`config.mk`:
```
export PLATFORM = sky130hd
export DESIGN_NAME = bli_interval
export DESIGN_NICKNAME = d
export VERILOG_FILES = /design/src/bli_pkg.sv /design/src/bli_interval.sv /design/src/bli_period_cnt.sv
export SDC_FILE = /design/constraint.sdc
export NUM_CORES = 1
export LEC_CHECK = 0
export BUFFER_PORTS_ARGS = -buffer_cell sky130_fd_sc_hd__buf_2
export CORE_ASPECT_RATIO = 0.7
export CORE_MARGIN = 5
export CORE_UTILIZATION = 50
export DETAILED_ROUTE_END_ITERATION = 10
export GPL_ROUTABILITY_DRIVEN = 1
export PLACE_DENSITY = 0.75
export SLEW_MARGIN = 20
export SYNTH_ARGS = -nofsm -noshare
export SYNTH_HDL_FRONTEND = slang
export SYNTH_SLANG_ARGS = --single-unit
```
`constraint.sdc`:
```
create_clock -name clk -period 2.7 [get_ports clk]
set_input_delay 0.27 -clock clk [delete_from_list [all_inputs] [get_ports clk]]
set_output_delay 0.27 -clock clk [all_outputs]
set_load 0.02 [all_outputs]
```
`src/bli_pkg.sv`:
```
// Shared constants and carrier types for the segment update-interval stage
package bli_pkg;

  // ****************************************
  // Register map
  // ****************************************
  localparam int unsigned BLI_ADDR_W = 8;
  localparam logic [BLI_ADDR_W-1:0] BLI_OFF_INTERVAL = 8'h10;
  localparam logic [BLI_ADDR_W-1:0] BLI_OFF_CTRL = 8'h14;
  localparam logic [BLI_ADDR_W-1:0] BLI_OFF_STATUS = 8'h18;

  localparam logic [31:0] BLI_INTERVAL_RST = 32'h0000_0000;
  localparam logic [31:0] BLI_CTRL_RST = 32'h0000_0000;

  // Control register bit positions
  localparam int unsigned BLI_CTRL_SHAPE_BIT = 0;
  localparam int unsigned BLI_CTRL_APPLY_BIT = 1;

  // Status register field positions
  localparam int unsigned BLI_STS_IDX_LSB = 0;
  localparam int unsigned BLI_STS_SEL_LSB = 4;
  localparam int unsigned BLI_STS_CNT_LSB = 8;

  // ****************************************
  // Field layout
  // ****************************************
  localparam int unsigned BLI_FIELD_W = 4;
  localparam int unsigned BLI_NUM_SEG = 8;
  localparam int unsigned BLI_IDX_W = 3;
  localparam int unsigned BLI_DUTY_W = 8;
  localparam int unsigned BLI_DUTY_SYM_LSB = 5;
  localparam int unsigned BLI_DUTY_ASYM_LSB = 6;

  // ****************************************
  // Bus answers
  // ****************************************
  localparam logic [1:0] BLI_RESP_OKAY = 2'h0;
  localparam logic [1:0] BLI_RESP_SLVERR = 2'h2;

  // Link from the duty-cycle side of the unit
  typedef struct packed {
    logic [BLI_DUTY_W-1:0] duty_cycle;
    logic falling_phase_flag;
    logic period_end;
  } bli_ramp_t;

  // What this stage hands back to the duty-cycle stepper
  typedef struct packed {
    logic [BLI_IDX_W-1:0] segment_index;
    logic [BLI_FIELD_W-1:0] wait_periods;
    logic duty_update;
  } bli_upd_t;

endpackage
```
`src/bli_interval.sv`:
```
// Segment update-interval stage of the breathing LED PWM generator
//
// Behaviour
// - Eight 4-bit wait fields, one per segment
// - Field value n waits n plus one periods
// - Segment index k selects nibble k
// - Symmetric: index is duty bits seven to five
// - Asymmetric: falling flag, then duty bits seven, six
// - Shape select bit chooses index formation
// - Writes held; committed at period end when applying
// - Reads return committed value, not holding copy
//
// Local design decision: the AXI4-Lite interface to the registers.
module bli_interval
  import bli_pkg::*;
(
  // Clock, reset and enable
  input wire logic clk,
  input wire logic rst,
  input wire logic ce,
  // AXI4-Lite write address and data
  input wire logic [BLI_ADDR_W-1:0] s_axi_awaddr,
  input wire logic s_axi_awvalid,
  output logic s_axi_awready,
  input wire logic [31:0] s_axi_wdata,
  input wire logic [3:0] s_axi_wstrb,
  input wire logic s_axi_wvalid,
  output logic s_axi_wready,
  // AXI4-Lite write response
  output logic [1:0] s_axi_bresp,
  output logic s_axi_bvalid,
  input wire logic s_axi_bready,
  // AXI4-Lite read
  input wire logic [BLI_ADDR_W-1:0] s_axi_araddr,
  input wire logic s_axi_arvalid,
  output logic s_axi_arready,
  output logic [31:0] s_axi_rdata,
  output logic [1:0] s_axi_rresp,
  output logic s_axi_rvalid,
  input wire logic s_axi_rready,
  // Ramp side of the unit
  input wire bli_ramp_t ramp,
  output bli_upd_t upd
);

  // ****************************************
  // Register storage
  // ****************************************
  logic [31:0] hold_ff;
  logic [31:0] active_ff;
  logic [31:0] ctrl_ff;
  logic [BLI_ADDR_W-1:0] awaddr_ff;
  logic aw_got_ff;
  logic [31:0] wdata_ff;
  logic [3:0] wstrb_ff;
  logic w_got_ff;
  logic bvalid_ff;
  logic [1:0] bresp_ff;
  logic rvalid_ff;
  logic [31:0] rdata_ff;
  logic [1:0] rresp_ff;
  bli_upd_t upd_ff;

  // ****************************************
  // Bus handshakes
  // ****************************************
  // One write at a time: each channel stalls once captured until the answer drains
  assign s_axi_awready = ce && !aw_got_ff && !bvalid_ff;
  assign s_axi_wready = ce && !w_got_ff && !bvalid_ff;
  assign s_axi_arready = ce && !rvalid_ff;
  assign s_axi_bvalid = bvalid_ff;
  assign s_axi_bresp = bresp_ff;
  assign s_axi_rvalid = rvalid_ff;
  assign s_axi_rdata = rdata_ff;
  assign s_axi_rresp = rresp_ff;

  wire aw_take = s_axi_awvalid && s_axi_awready;
  wire w_take = s_axi_wvalid && s_axi_wready;
  wire ar_take = s_axi_arvalid && s_axi_arready;
  wire [BLI_ADDR_W-1:0] wr_addr = aw_got_ff ? awaddr_ff : s_axi_awaddr;
  wire [31:0] wr_data = w_got_ff ? wdata_ff : s_axi_wdata;
  wire [3:0] wr_strb = w_got_ff ? wstrb_ff : s_axi_wstrb;
  wire wr_fire = ce && (aw_got_ff || aw_take) && (w_got_ff || w_take);

  wire wr_interval = wr_fire && (wr_addr == BLI_OFF_INTERVAL);
  wire wr_ctrl = wr_fire && (wr_addr == BLI_OFF_CTRL);
  wire wr_known = (wr_addr == BLI_OFF_INTERVAL) || (wr_addr == BLI_OFF_CTRL)
    || (wr_addr == BLI_OFF_STATUS);

  function automatic logic [31:0] merge(input logic [31:0] old, input logic [31:0] data,
                                        input logic [3:0] strb);
    logic [31:0] res;
    res = old;
    for (int b = 0; b < 4; b++) begin
      if (strb[b]) begin
        res[b*8 +: 8] = data[b*8 +: 8];
      end
    end
    return res;
  endfunction

  // ****************************************
  // Segment index and field selection
  // ****************************************
  wire ramp_shape_select = ctrl_ff[BLI_CTRL_SHAPE_BIT];
  wire update_apply = ctrl_ff[BLI_CTRL_APPLY_BIT];

  wire [BLI_IDX_W-1:0] idx_sym = ramp.duty_cycle[BLI_DUTY_SYM_LSB +: BLI_IDX_W];
  wire [BLI_IDX_W-1:0] idx_asym = {ramp.falling_phase_flag,
    ramp.duty_cycle[BLI_DUTY_ASYM_LSB +: BLI_IDX_W-1]};
  wire [BLI_IDX_W-1:0] segment_index = ramp_shape_select ? idx_asym : idx_sym;

  wire [BLI_FIELD_W-1:0] segment_zero_wait = active_ff[0 +: BLI_FIELD_W];
  wire [BLI_FIELD_W-1:0] segment_seven_wait = active_ff[(BLI_NUM_SEG-1)*BLI_FIELD_W +: BLI_FIELD_W];
  wire [BLI_FIELD_W-1:0] sel_wait = active_ff[segment_index*BLI_FIELD_W +: BLI_FIELD_W];

  // ****************************************
  // Interval counter
  // ****************************************
  logic cnt_done;
  logic [BLI_FIELD_W-1:0] cnt_value;

  bli_period_cnt #(
    .WIDTH(BLI_FIELD_W)
  ) u_cnt (
    .clk(clk),
    .rst(rst),
    .ce(ce),
    .tick(ramp.period_end),
    .limit(sel_wait),
    .done(cnt_done),
    .count(cnt_value)
  );

  bli_upd_t nxt_upd;
  assign nxt_upd = '{segment_index: segment_index, wait_periods: sel_wait,
    duty_update: cnt_done};
  assign upd = upd_ff;

  // ****************************************
  // Read decode
  // ****************************************
  wire [31:0] status_word = (32'(segment_index) << BLI_STS_IDX_LSB)
    | (32'(sel_wait) << BLI_STS_SEL_LSB) | (32'(cnt_value) << BLI_STS_CNT_LSB);
  wire [31:0] rd_word = (s_axi_araddr == BLI_OFF_INTERVAL) ? active_ff
    : (s_axi_araddr == BLI_OFF_CTRL) ? ctrl_ff
    : (s_axi_araddr == BLI_OFF_STATUS) ? status_word : 32'h0000_0000;
  wire rd_known = (s_axi_araddr == BLI_OFF_INTERVAL) || (s_axi_araddr == BLI_OFF_CTRL)
    || (s_axi_araddr == BLI_OFF_STATUS);

  // ****************************************
  // Registers
  // ****************************************
  // holding copy takes writes
  always_ff @(posedge clk) begin
    if (rst) begin
      hold_ff <= BLI_INTERVAL_RST;
    end else if (ce && wr_interval) begin
      hold_ff <= merge(hold_ff, wr_data, wr_strb);
    end
  end

  always_ff @(posedge clk) begin
    if (rst) begin
      active_ff <= BLI_INTERVAL_RST;
    end else if (ce && ramp.period_end && update_apply) begin
      active_ff <= hold_ff;
    end
  end

  always_ff @(posedge clk) begin
    if (rst) begin
      ctrl_ff <= BLI_CTRL_RST;
    end else if (ce && wr_ctrl) begin
      ctrl_ff <= merge(ctrl_ff, wr_data, wr_strb) & 32'h0000_0003;
    end
  end

  always_ff @(posedge clk) begin
    if (rst) begin
      upd_ff <= '0;
    end else if (ce) begin
      upd_ff <= nxt_upd;
    end
  end

  // Write channel capture
  always_ff @(posedge clk) begin
    if (rst) begin
      aw_got_ff <= 1'b0;
      w_got_ff <= 1'b0;
      awaddr_ff <= '0;
      wdata_ff <= '0;
      wstrb_ff <= '0;
    end else if (ce) begin
      aw_got_ff <= wr_fire ? 1'b0 : (aw_got_ff || aw_take);
      w_got_ff <= wr_fire ? 1'b0 : (w_got_ff || w_take);
      if (aw_take) begin
        awaddr_ff <= s_axi_awaddr;
      end
      if (w_take) begin
        wdata_ff <= s_axi_wdata;
        wstrb_ff <= s_axi_wstrb;
      end
    end
  end

  always_ff @(posedge clk) begin
    if (rst) begin
      bvalid_ff <= 1'b0;
      bresp_ff <= BLI_RESP_OKAY;
    end else if (ce) begin
      if (wr_fire) begin
        bvalid_ff <= 1'b1;
        bresp_ff <= wr_known ? BLI_RESP_OKAY : BLI_RESP_SLVERR;
      end else if (s_axi_bready) begin
        bvalid_ff <= 1'b0;
      end
    end
  end

  always_ff @(posedge clk) begin
    if (rst) begin
      rvalid_ff <= 1'b0;
      rdata_ff <= '0;
      rresp_ff <= BLI_RESP_OKAY;
    end else if (ce) begin
      if (ar_take) begin
        rvalid_ff <= 1'b1;
        rdata_ff <= rd_word;
        rresp_ff <= rd_known ? BLI_RESP_OKAY : BLI_RESP_SLVERR;
      end else if (s_axi_rready) begin
        rvalid_ff <= 1'b0;
      end
    end
  end

  // ****************************************
  // Assertions
  // ****************************************
  property p_commit;
    @(posedge clk) disable iff (rst)
    (ce && ramp.period_end && update_apply) |=> (active_ff == $past(hold_ff));
  endproperty
  a_commit: assert property (p_commit) else $error("holding copy not committed");

  property p_no_commit;
    @(posedge clk) disable iff (rst)
    (!(ramp.period_end && update_apply && ce)) |=> $stable(active_ff);
  endproperty
  a_no_commit: assert property (p_no_commit) else $error("active changed outside commit");

  property p_idx_sym;
    @(posedge clk) disable iff (rst)
    (ce && !ramp_shape_select) |=> (upd.segment_index == $past(ramp.duty_cycle[7:5]));
  endproperty
  a_idx_sym: assert property (p_idx_sym) else $error("symmetric index wrong");

  property p_idx_asym;
    @(posedge clk) disable iff (rst)
    (ce && ramp_shape_select) |=> (upd.segment_index
      == {$past(ramp.falling_phase_flag), $past(ramp.duty_cycle[7:6])});
  endproperty
  a_idx_asym: assert property (p_idx_asym) else $error("asymmetric index wrong");

  property p_field_pick;
    @(posedge clk) disable iff (rst)
    ce |=> (upd.wait_periods
      == BLI_FIELD_W'($past(active_ff) >> (32'(upd.segment_index) * BLI_FIELD_W)));
  endproperty
  a_field_pick: assert property (p_field_pick) else $error("wrong nibble selected");

  property p_seg_zero;
    @(posedge clk) disable iff (rst)
    (segment_index == 3'h0) |-> (sel_wait == segment_zero_wait);
  endproperty
  a_seg_zero: assert property (p_seg_zero) else $error("segment zero field wrong");

  property p_seg_seven;
    @(posedge clk) disable iff (rst)
    (segment_index == 3'h7) |-> (sel_wait == segment_seven_wait);
  endproperty
  a_seg_seven: assert property (p_seg_seven) else $error("segment seven field wrong");

  property p_wait_len;
    @(posedge clk) disable iff (rst)
    (ce && ramp.period_end && cnt_value == sel_wait) |=> upd.duty_update;
  endproperty
  a_wait_len: assert property (p_wait_len) else $error("update missed at interval");

  property p_update_cause;
    @(posedge clk) disable iff (rst)
    $rose(upd.duty_update) |-> $past(ramp.period_end && ce) && cnt_value == 4'h0;
  endproperty
  a_update_cause: assert property (p_update_cause) else $error("update without period end");

  property p_read_active;
    @(posedge clk) disable iff (rst)
    (ar_take && s_axi_araddr == BLI_OFF_INTERVAL) |=> (s_axi_rdata == $past(active_ff));
  endproperty
  a_read_active: assert property (p_read_active) else $error("read not active copy");

  c_commit: cover property (@(posedge clk) disable iff (rst)
    ce && ramp.period_end && update_apply && hold_ff != active_ff);
  c_long_wait: cover property (@(posedge clk) disable iff (rst)
    upd.duty_update && upd.wait_periods == 4'hF);
  c_asym: cover property (@(posedge clk) disable iff (rst)
    upd.duty_update && ramp_shape_select && ramp.falling_phase_flag);
  c_slverr: cover property (@(posedge clk) disable iff (rst)
    s_axi_rvalid && s_axi_rresp == BLI_RESP_SLVERR);

endmodule

```
`src/bli_period_cnt.sv`:
```
// Counter of PWM period ends that fires once every limit plus one ends
module bli_period_cnt #(
  parameter int unsigned WIDTH = 4
) (
  // Clock, reset and enable
  input wire logic clk,
  input wire logic rst,
  input wire logic ce,
  // Counting
  input wire logic tick,
  input wire logic [WIDTH-1:0] limit,
  output logic done,
  output logic [WIDTH-1:0] count
);

  logic [WIDTH-1:0] cnt_ff;
  logic [WIDTH-1:0] nxt_cnt;
  wire reached = (cnt_ff >= limit);

  // Limit may shrink under a running count, so >= avoids a wrap to a long wait
  assign done = tick && reached;
  assign count = cnt_ff;
  assign nxt_cnt = done ? '0 : (tick ? WIDTH'(cnt_ff + 1'b1) : cnt_ff);

  always_ff @(posedge clk) begin
    if (rst) begin
      cnt_ff <= '0;
    end else if (ce) begin
      cnt_ff <= nxt_cnt;
    end
  end

endmodule

```
==> results of run 1 <==
## what timing repair did
action,4_1_cts,5_1_grt
resized for setup,0,2
setup endpoints to repair,0,5
setup buffers,0,0
## layout make-up
cell class | count | area [um^2] | share of cell area
clock buffers | 20 | 447 | 0.0534
repair buffers | 149 | 843 | 0.101
flip-flops and latches | 160 | 3210 | 0.383
multi-input cells | 553 | 3480 | 0.416
inverters | 5 | 18.8 | 0.00224
well taps | 190 | 238 | 0.0284
clock inverters | 12 | 133 | 0.0158
## through the flow
stage | power (mW) | utilization | hold WS (ns)
2_1_floorplan | 2.77 | - | 0.406
3_5_place_dp | 2.91 | 0.564 | 0.445
5_1_grt | 5.41 | 0.607 | 0.0899
3_3_place_gp | 2.91 | 0.564 | 0.440
4_1_cts | 5.25 | 0.606 | 0.0835
6_report | 5.23 | 0.607 | 0.0888
## flip-flops by register name (all words and copies together) (netlist names)
signal        count
s_axi_bresp       1
s_axi_rresp       1
active_ff        32
s_axi_bvalid      1
awaddr_ff         8
s_axi_rdata      32
wstrb_ff          4
aw_got_ff         1
u_cnt.count       4
s_axi_rvalid      1
upd               8
w_got_ff          1
ctrl_ff           2
hold_ff          32
wdata_ff         32
## path summary, 6_finish.rpt
check / depth (start not counted) / slack, ns / endpoint / startpoint
max: 10 / 0.11 / u_cnt.count[1]$_SDFFE_PP0P_ / ctrl_ff[0]$_SDFFE_PP0P_
min: 3 / 0.09 / wdata_ff[17]$_SDFFE_PP0P_ / s_axi_wdata[17]
max reg2reg: 10 / 0.11 / u_cnt.count[1]$_SDFFE_PP0P_ / ctrl_ff[0]$_SDFFE_PP0P_
min reg2reg: 2 / 0.45 / wdata_ff[10]$_SDFFE_PP0P_ / wdata_ff[10]$_SDFFE_PP0P_
## synth_stat cells (2+ instances only)
master | count | area, um^2
a2111oi_4 | 4 | 110
a211o_1 | 3 | 26.3
a211oi_1 | 32 | 240
a211oi_2 | 6 | 75.1
a21oi_1 | 90 | 450
a22o_1 | 22 | 193
a22oi_1 | 8 | 60.1
a31oi_1 | 6 | 37.5
and2_1 | 2 | 12.5
buf_2 | 8 | 40.0
buf_4 | 3 | 22.5
buf_6 | 4 | 45.0
clkbuf_1 | 42 | 158
dfxtp_1 | 160 | 3200
ha_1 | 5 | 62.6
inv_1 | 5 | 18.8
mux2_2 | 4 | 45.0
mux2i_1 | 54 | 541
mux4_2 | 8 | 180
nand2_1 | 180 | 676
nand2b_1 | 2 | 12.5
nand3_1 | 5 | 25.0
nand3_4 | 2 | 35.0
nand3b_1 | 2 | 15.0
nand4_1 | 2 | 12.5
nor2_1 | 54 | 203
nor2_2 | 6 | 37.5
nor2b_1 | 4 | 25.0
nor3_1 | 7 | 35.0
nor3b_1 | 2 | 15.0
o21a_1 | 2 | 15.0
o21ai_0 | 10 | 50.1
o22ai_1 | 9 | 56.3
or3_1 | 3 | 18.8
or3b_2 | 2 | 17.5
## worst max-delay path, delay by kind of cell (launching register included)
kind,cells,cell delay (ns)
AO/OA/AOI/OAI,3,0.72
adder cells (fa/ha/maj),1,0.24
flip-flops,1,0.34
AND/OR/NAND/NOR,6,1.24
## power by group through the flow
stage / sequential [mW] / combinational [mW] / clock (mW)
after floorplan: 2.50 / 0.272 / 0
after global placement: 2.49 / 0.415 / 0
after detailed placement: 2.49 / 0.418 / 0
after CTS: 2.44 / 0.420 / 2.39
after global routing: 2.45 / 0.461 / 2.50
final: 2.44 / 0.422 / 2.36
## per-layer routing
metal  vias up  global-route usage  wire, um
met5         -                   0         0
met4         0              0.0582       189
met3        16              0.0432      1120
met2       166               0.300      7200
met1      2748               0.331      8870
li1       2959                   -         -
## cells by family (layout without fill, tap and decap cells)
family          count (synthesis)  in the layout  share of synthesized area
compound gates                200            200                      0.201
fa+ha+maj                       5              5                    0.00901
other cells                     1              2                   0.000540
flops                         160            160                      0.461
buf+inv                        63            186                     0.0414
simple gates                  280            280                      0.177
mux                            66             66                      0.110
==> impl_metrics.tcl, run 1 <==
set metrics [dict create \
    status "completed" \
    finalSetupViolCount 0 \
    postCtsHoldBufs 0 \
    numCtsBuffers 17 \
    dpl_cell_area_um2 7770 \
    grt_use_total 0.214 \
    final_common_cell "nand2_1" \
    final.setup.tns_ns 0 \
    antenna_cells 0 \
    crit_arrival_ns 2.94 \
    wire_per_inst_um 16.0 \
    grt_pass1_wl_um 27600 \
    route.vias.total 5889 \
    rows 36 \
    pwr-share-clk 0.452 \
    cts_root_buf "clkbuf_16" \
    coreArea_um2 13800 \
    clk_latency_ns 0.42 \
    synth_area_per_cell_um2 8.96 \
    postSynthCellCount 775 \
    die_y_um 109 \
    finalHoldViolations 0 \
    final_cell_mix "180 x nand2_1, 158 x dfxtp_1, 110 x buf_2, 89 x a21oi_1" \
    cts_tree "yes" \
    hpwl_um 12400 \
    min_period_ns 2.59 \
    seqPwrFrac 0.467 \
    internal-power_mw 3.96 \
    dieArea_um2 16400 \
    drt_wl_total_um 17400 \
    drt_pass1_iterations 5 \
    synth_edf_count 0 \
    die_w_um 151 \
    cpPeakStageDelay_ns 0.53 \
    final_nets 961 \
    synthFlopType "dfxtp_1" \
    maxCapViolCount 0 \
    relSlewSlack 0.447 \
    clk_pin_slew_ns 0.06 \
    hold_class "input pin to flop" \
    yosysSeqAreaShare 0.461 \
    drt-initial-drc-count 434 \
    place_ws_ns 0.0274 \
    end_kind "flop" \
    final_cells 1089 \
    portBuffers 111 \
    critPathMaxFanout 6 \
    place_congestion 0.888 \
    via_per_inst 5.41 \
    peakVddDrop_v 0.000473 \
    cp_slowest_cell "or3b_2" \
    finalCritPeriodShare 0.961 \
    yosysUniqueCellTypes 52 \
    grt_max_degree 64 \
    antenna_left 0 \
    crit_chain "or3b_2, o22ai_2, nor2_1, nand3_1, ha_1, nand2b_1, a2111oi_0, or3_1, nand4_1, a21oi_1" \
    critPathLaunchType "flop" \
    layout_setup_ws_ns 0.106 \
    h-tree-depth 4 \
    comb_power_share 0.081 \
    synth-seq-cells 160 \
    async_flop_share 0 \
    cts.sinks 160 \
    critPathKind "flop to flop" \
    io_pins 119 \
    gr-total-overflow 0 \
    drive_above_1_share 0.247 \
    antenna_found_initial 0 \
    fillers 1255 \
    cp.required_ns 3.05 \
    clockBufferDepth 2 \
    drcViolationCount 0 \
    yosysWarnings 0 \
    report.final.slew_viol_count 0 \
    worst_slew_pin_slew_ns 0.829 \
    start_util 0.504 \
    syn2layout_area_growth_pct 20.5 \
    cellPowerDensity_nw_per_um2 625 \
    p_sw_mw 1.27 \
    p_sw_frac 0.243 \
    dp_cells 1057 \
    syn_area_um2 6950 \
    power.leakage_nw 3.17 \
    final_area_um2 8370 \
    grt_pass1_vias 5316 \
    fmax_mhz 386 \
    clock_skew_ns 0.00920 \
]
Power figures use the tool's default switching activity.
==> run 2, diff against run 1 <==
--- a/config.mk
+++ b/config.mk
@@ -5,7 +5,7 @@
 export SDC_FILE = /design/constraint.sdc
 export NUM_CORES = 1
 export LEC_CHECK = 0
-export BUFFER_PORTS_ARGS = -buffer_cell sky130_fd_sc_hd__buf_2
+export BUFFER_PORTS_ARGS = -buffer_cell sky130_fd_sc_hd__buf_4
 export CORE_ASPECT_RATIO = 0.7
 export CORE_MARGIN = 5
 export CORE_UTILIZATION = 50
==> impl_metrics.tcl, run 2 (synthesized netlist as in run 1, its figures left out) <==
set metrics [dict create \
    grt_pass1_vias 5293 \
    report.final.slew_viol_count 0 \
    rows 36 \
    r2r_start "active_ff[29]$_SDFFE_PP0P_" \
    grt_use_total 0.217 \
    r2r_slack_ns 0.08 \
    power.total_mw 5.24 \
    io_pins 119 \
    relSlewSlack 0.449 \
    layout_setup_ws_ns 0.0846 \
    worst_slew_pin_slew_ns 0.827 \
    drt_wl_total_um 17400 \
    final_nets 951 \
    final.setup.tns_ns 0 \
    drt-initial-drc-count 457 \
    finalHoldViolations 0 \
    cts.sinks 160 \
    drt_pass1_iterations 5 \
    cp_slowest_cell "mux4_2" \
    drive_above_1_share 0.242 \
    dieArea_um2 16400 \
    syn2layout_area_growth_pct 23.8 \
    numCtsBuffers 17 \
    end_kind "flop" \
    cellPowerDensity_nw_per_um2 609 \
    gr-total-overflow 0 \
    finalCritPeriodShare 0.969 \
    final_common_cell "nand2_1" \
    cts_root_buf "clkbuf_16" \
    via_per_inst 5.43 \
    crit_family "compound AO/OA/AOI/OAI gates" \
    critPathKind "flop to flop" \
    dpl_cell_area_um2 8000 \
    cp.depth 8 \
    reg2reg_to "u_cnt.count[1]$_SDFFE_PP0P_" \
    hpwl_um 12500 \
    grt_pass1_wl_um 28100 \
    die_y_um 109 \
    maxCapViolCount 0 \
    worstSetupEndpoint "u_cnt.count[1]$_SDFFE_PP0P_" \
    min_from "s_axi_wstrb[3]" \
    fmax_mhz 382 \
    multi_input_area_um2 3490 \
    clk_latency_ns 0.43 \
    clock_skew_ns 0.0101 \
    rr_worst_depth 8 \
    cpPeakStageDelay_ns 0.49 \
    finalSetupViolCount 0 \
    grt_max_degree 113 \
    cp.required_ns 3.05 \
    place_congestion 0.884 \
    critPathMaxFanout 6 \
    crit_arrival_ns 2.96 \
    power.leakage_nw 3.16 \
    startpoint "active_ff[29]$_SDFFE_PP0P_" \
    antenna_found_initial 0 \
    place_ws_ns -0.00871 \
    clockBufferDepth 2 \
    postCtsHoldBufs 0 \
    start_util 0.504 \
    drcViolationCount 0 \
    critPathLaunchType "flop" \
    die_w_um 151 \
    fillers 1205 \
    crit_chain "mux4_2, a211o_1, a31oi_1, ha_1, a2111oi_1, or3_4, nand4_1, a21oi_1" \
    wire_per_inst_um 16.2 \
    min_period_ns 2.62 \
    antenna_left 0 \
    final_cell_mix "180 x nand2_1, 158 x dfxtp_1, 137 x buf_4, 89 x a21oi_1" \
    clk_pin_slew_ns 0.07 \
    seqCellArea_um2 3210 \
    hold_depth 3 \
    final_area_um2 8600 \
    peakVddDrop_v 0.000402 \
    cts_tree "yes" \
    critPathBufInv 0 \
    portBuffers 111 \
    coreArea_um2 13800 \
    route.vias.total 5857 \
    antenna_cells 0 \
    h-tree-depth 4 \
    rsz0062_at_grt "no" \
    hold_class "input pin to flop" \
    status "completed" \
]
run 2: layout make-up:
class | instances | share of cell area
Multi-Input combinational cell | 553 | 0.406
Sequential cell | 160 | 0.373
Timing Repair Buffer | 139 | 0.124
Clock buffer | 17 | 0.0495
Tap cell | 190 | 0.0276
Clock inverter | 15 | 0.0175
Inverter | 5 | 0.00218
run 2: worst min-delay path by stage:
stage,to
after floorplan,awaddr_ff[0]$_SDFFE_PP0P_
final,wstrb_ff[3]$_SDFFE_PP0P_
after detailed placement,wdata_ff[20]$_SDFFE_PP0P_
after global placement,wdata_ff[5]$_SDFFE_PP0P_
after CTS,wstrb_ff[3]$_SDFFE_PP0P_
after global routing,wstrb_ff[2]$_SDFFE_PP0P_
run 2: worst register-to-register path: stages, from the launching register on:
cell and delay [ns]:
dfxtp_1 0.35, mux4_2 0.49, a211o_1 0.30, a31oi_1 0.24, ha_1 0.29, a2111oi_1 0.38, or3_4 0.23, nand4_1 0.09
a21oi_1 0.16
run 2: per-stage QoR:
step | hold slack, ns | instances | utilization
6_report | 0.0926 | 1079 | 0.624
3_3_place_gp | 0.441 | 1047 | 0.580
4_1_cts | 0.0834 | 1079 | 0.622
2_1_floorplan | 0.406 | 776 | -
3_5_place_dp | 0.446 | 1047 | 0.580
5_1_grt | 0.0807 | 1079 | 0.624
run 2: power breakdown:
part / internal [mW] / switching (mW) / total [mW]
Combinational: 0.189 / 0.268 / 0.457
Sequential: 2.41 / 0.0302 / 2.44
Clock: 1.30 / 1.05 / 2.34
Total: 3.89 / 1.35 / 5.24
run 2: what timing repair did:
| action | 4_1_cts | 5_1_grt |
|---|---|---|
| hold endpoints to repair | 0 | 0 |
| gates resized for setup | 0 | 5 |
| setup buffers | 0 | 0 |
| setup endpoints to repair | 0 | 5 |
run 2: routing by layer:
metal,vias up,routed length [um],global-route usage
met5,-,0,0
met4,0,128,0.0543
met3,14,1170,0.0457
met1,2732,8900,0.340
met2,167,7250,0.300
li1,2944,-,-
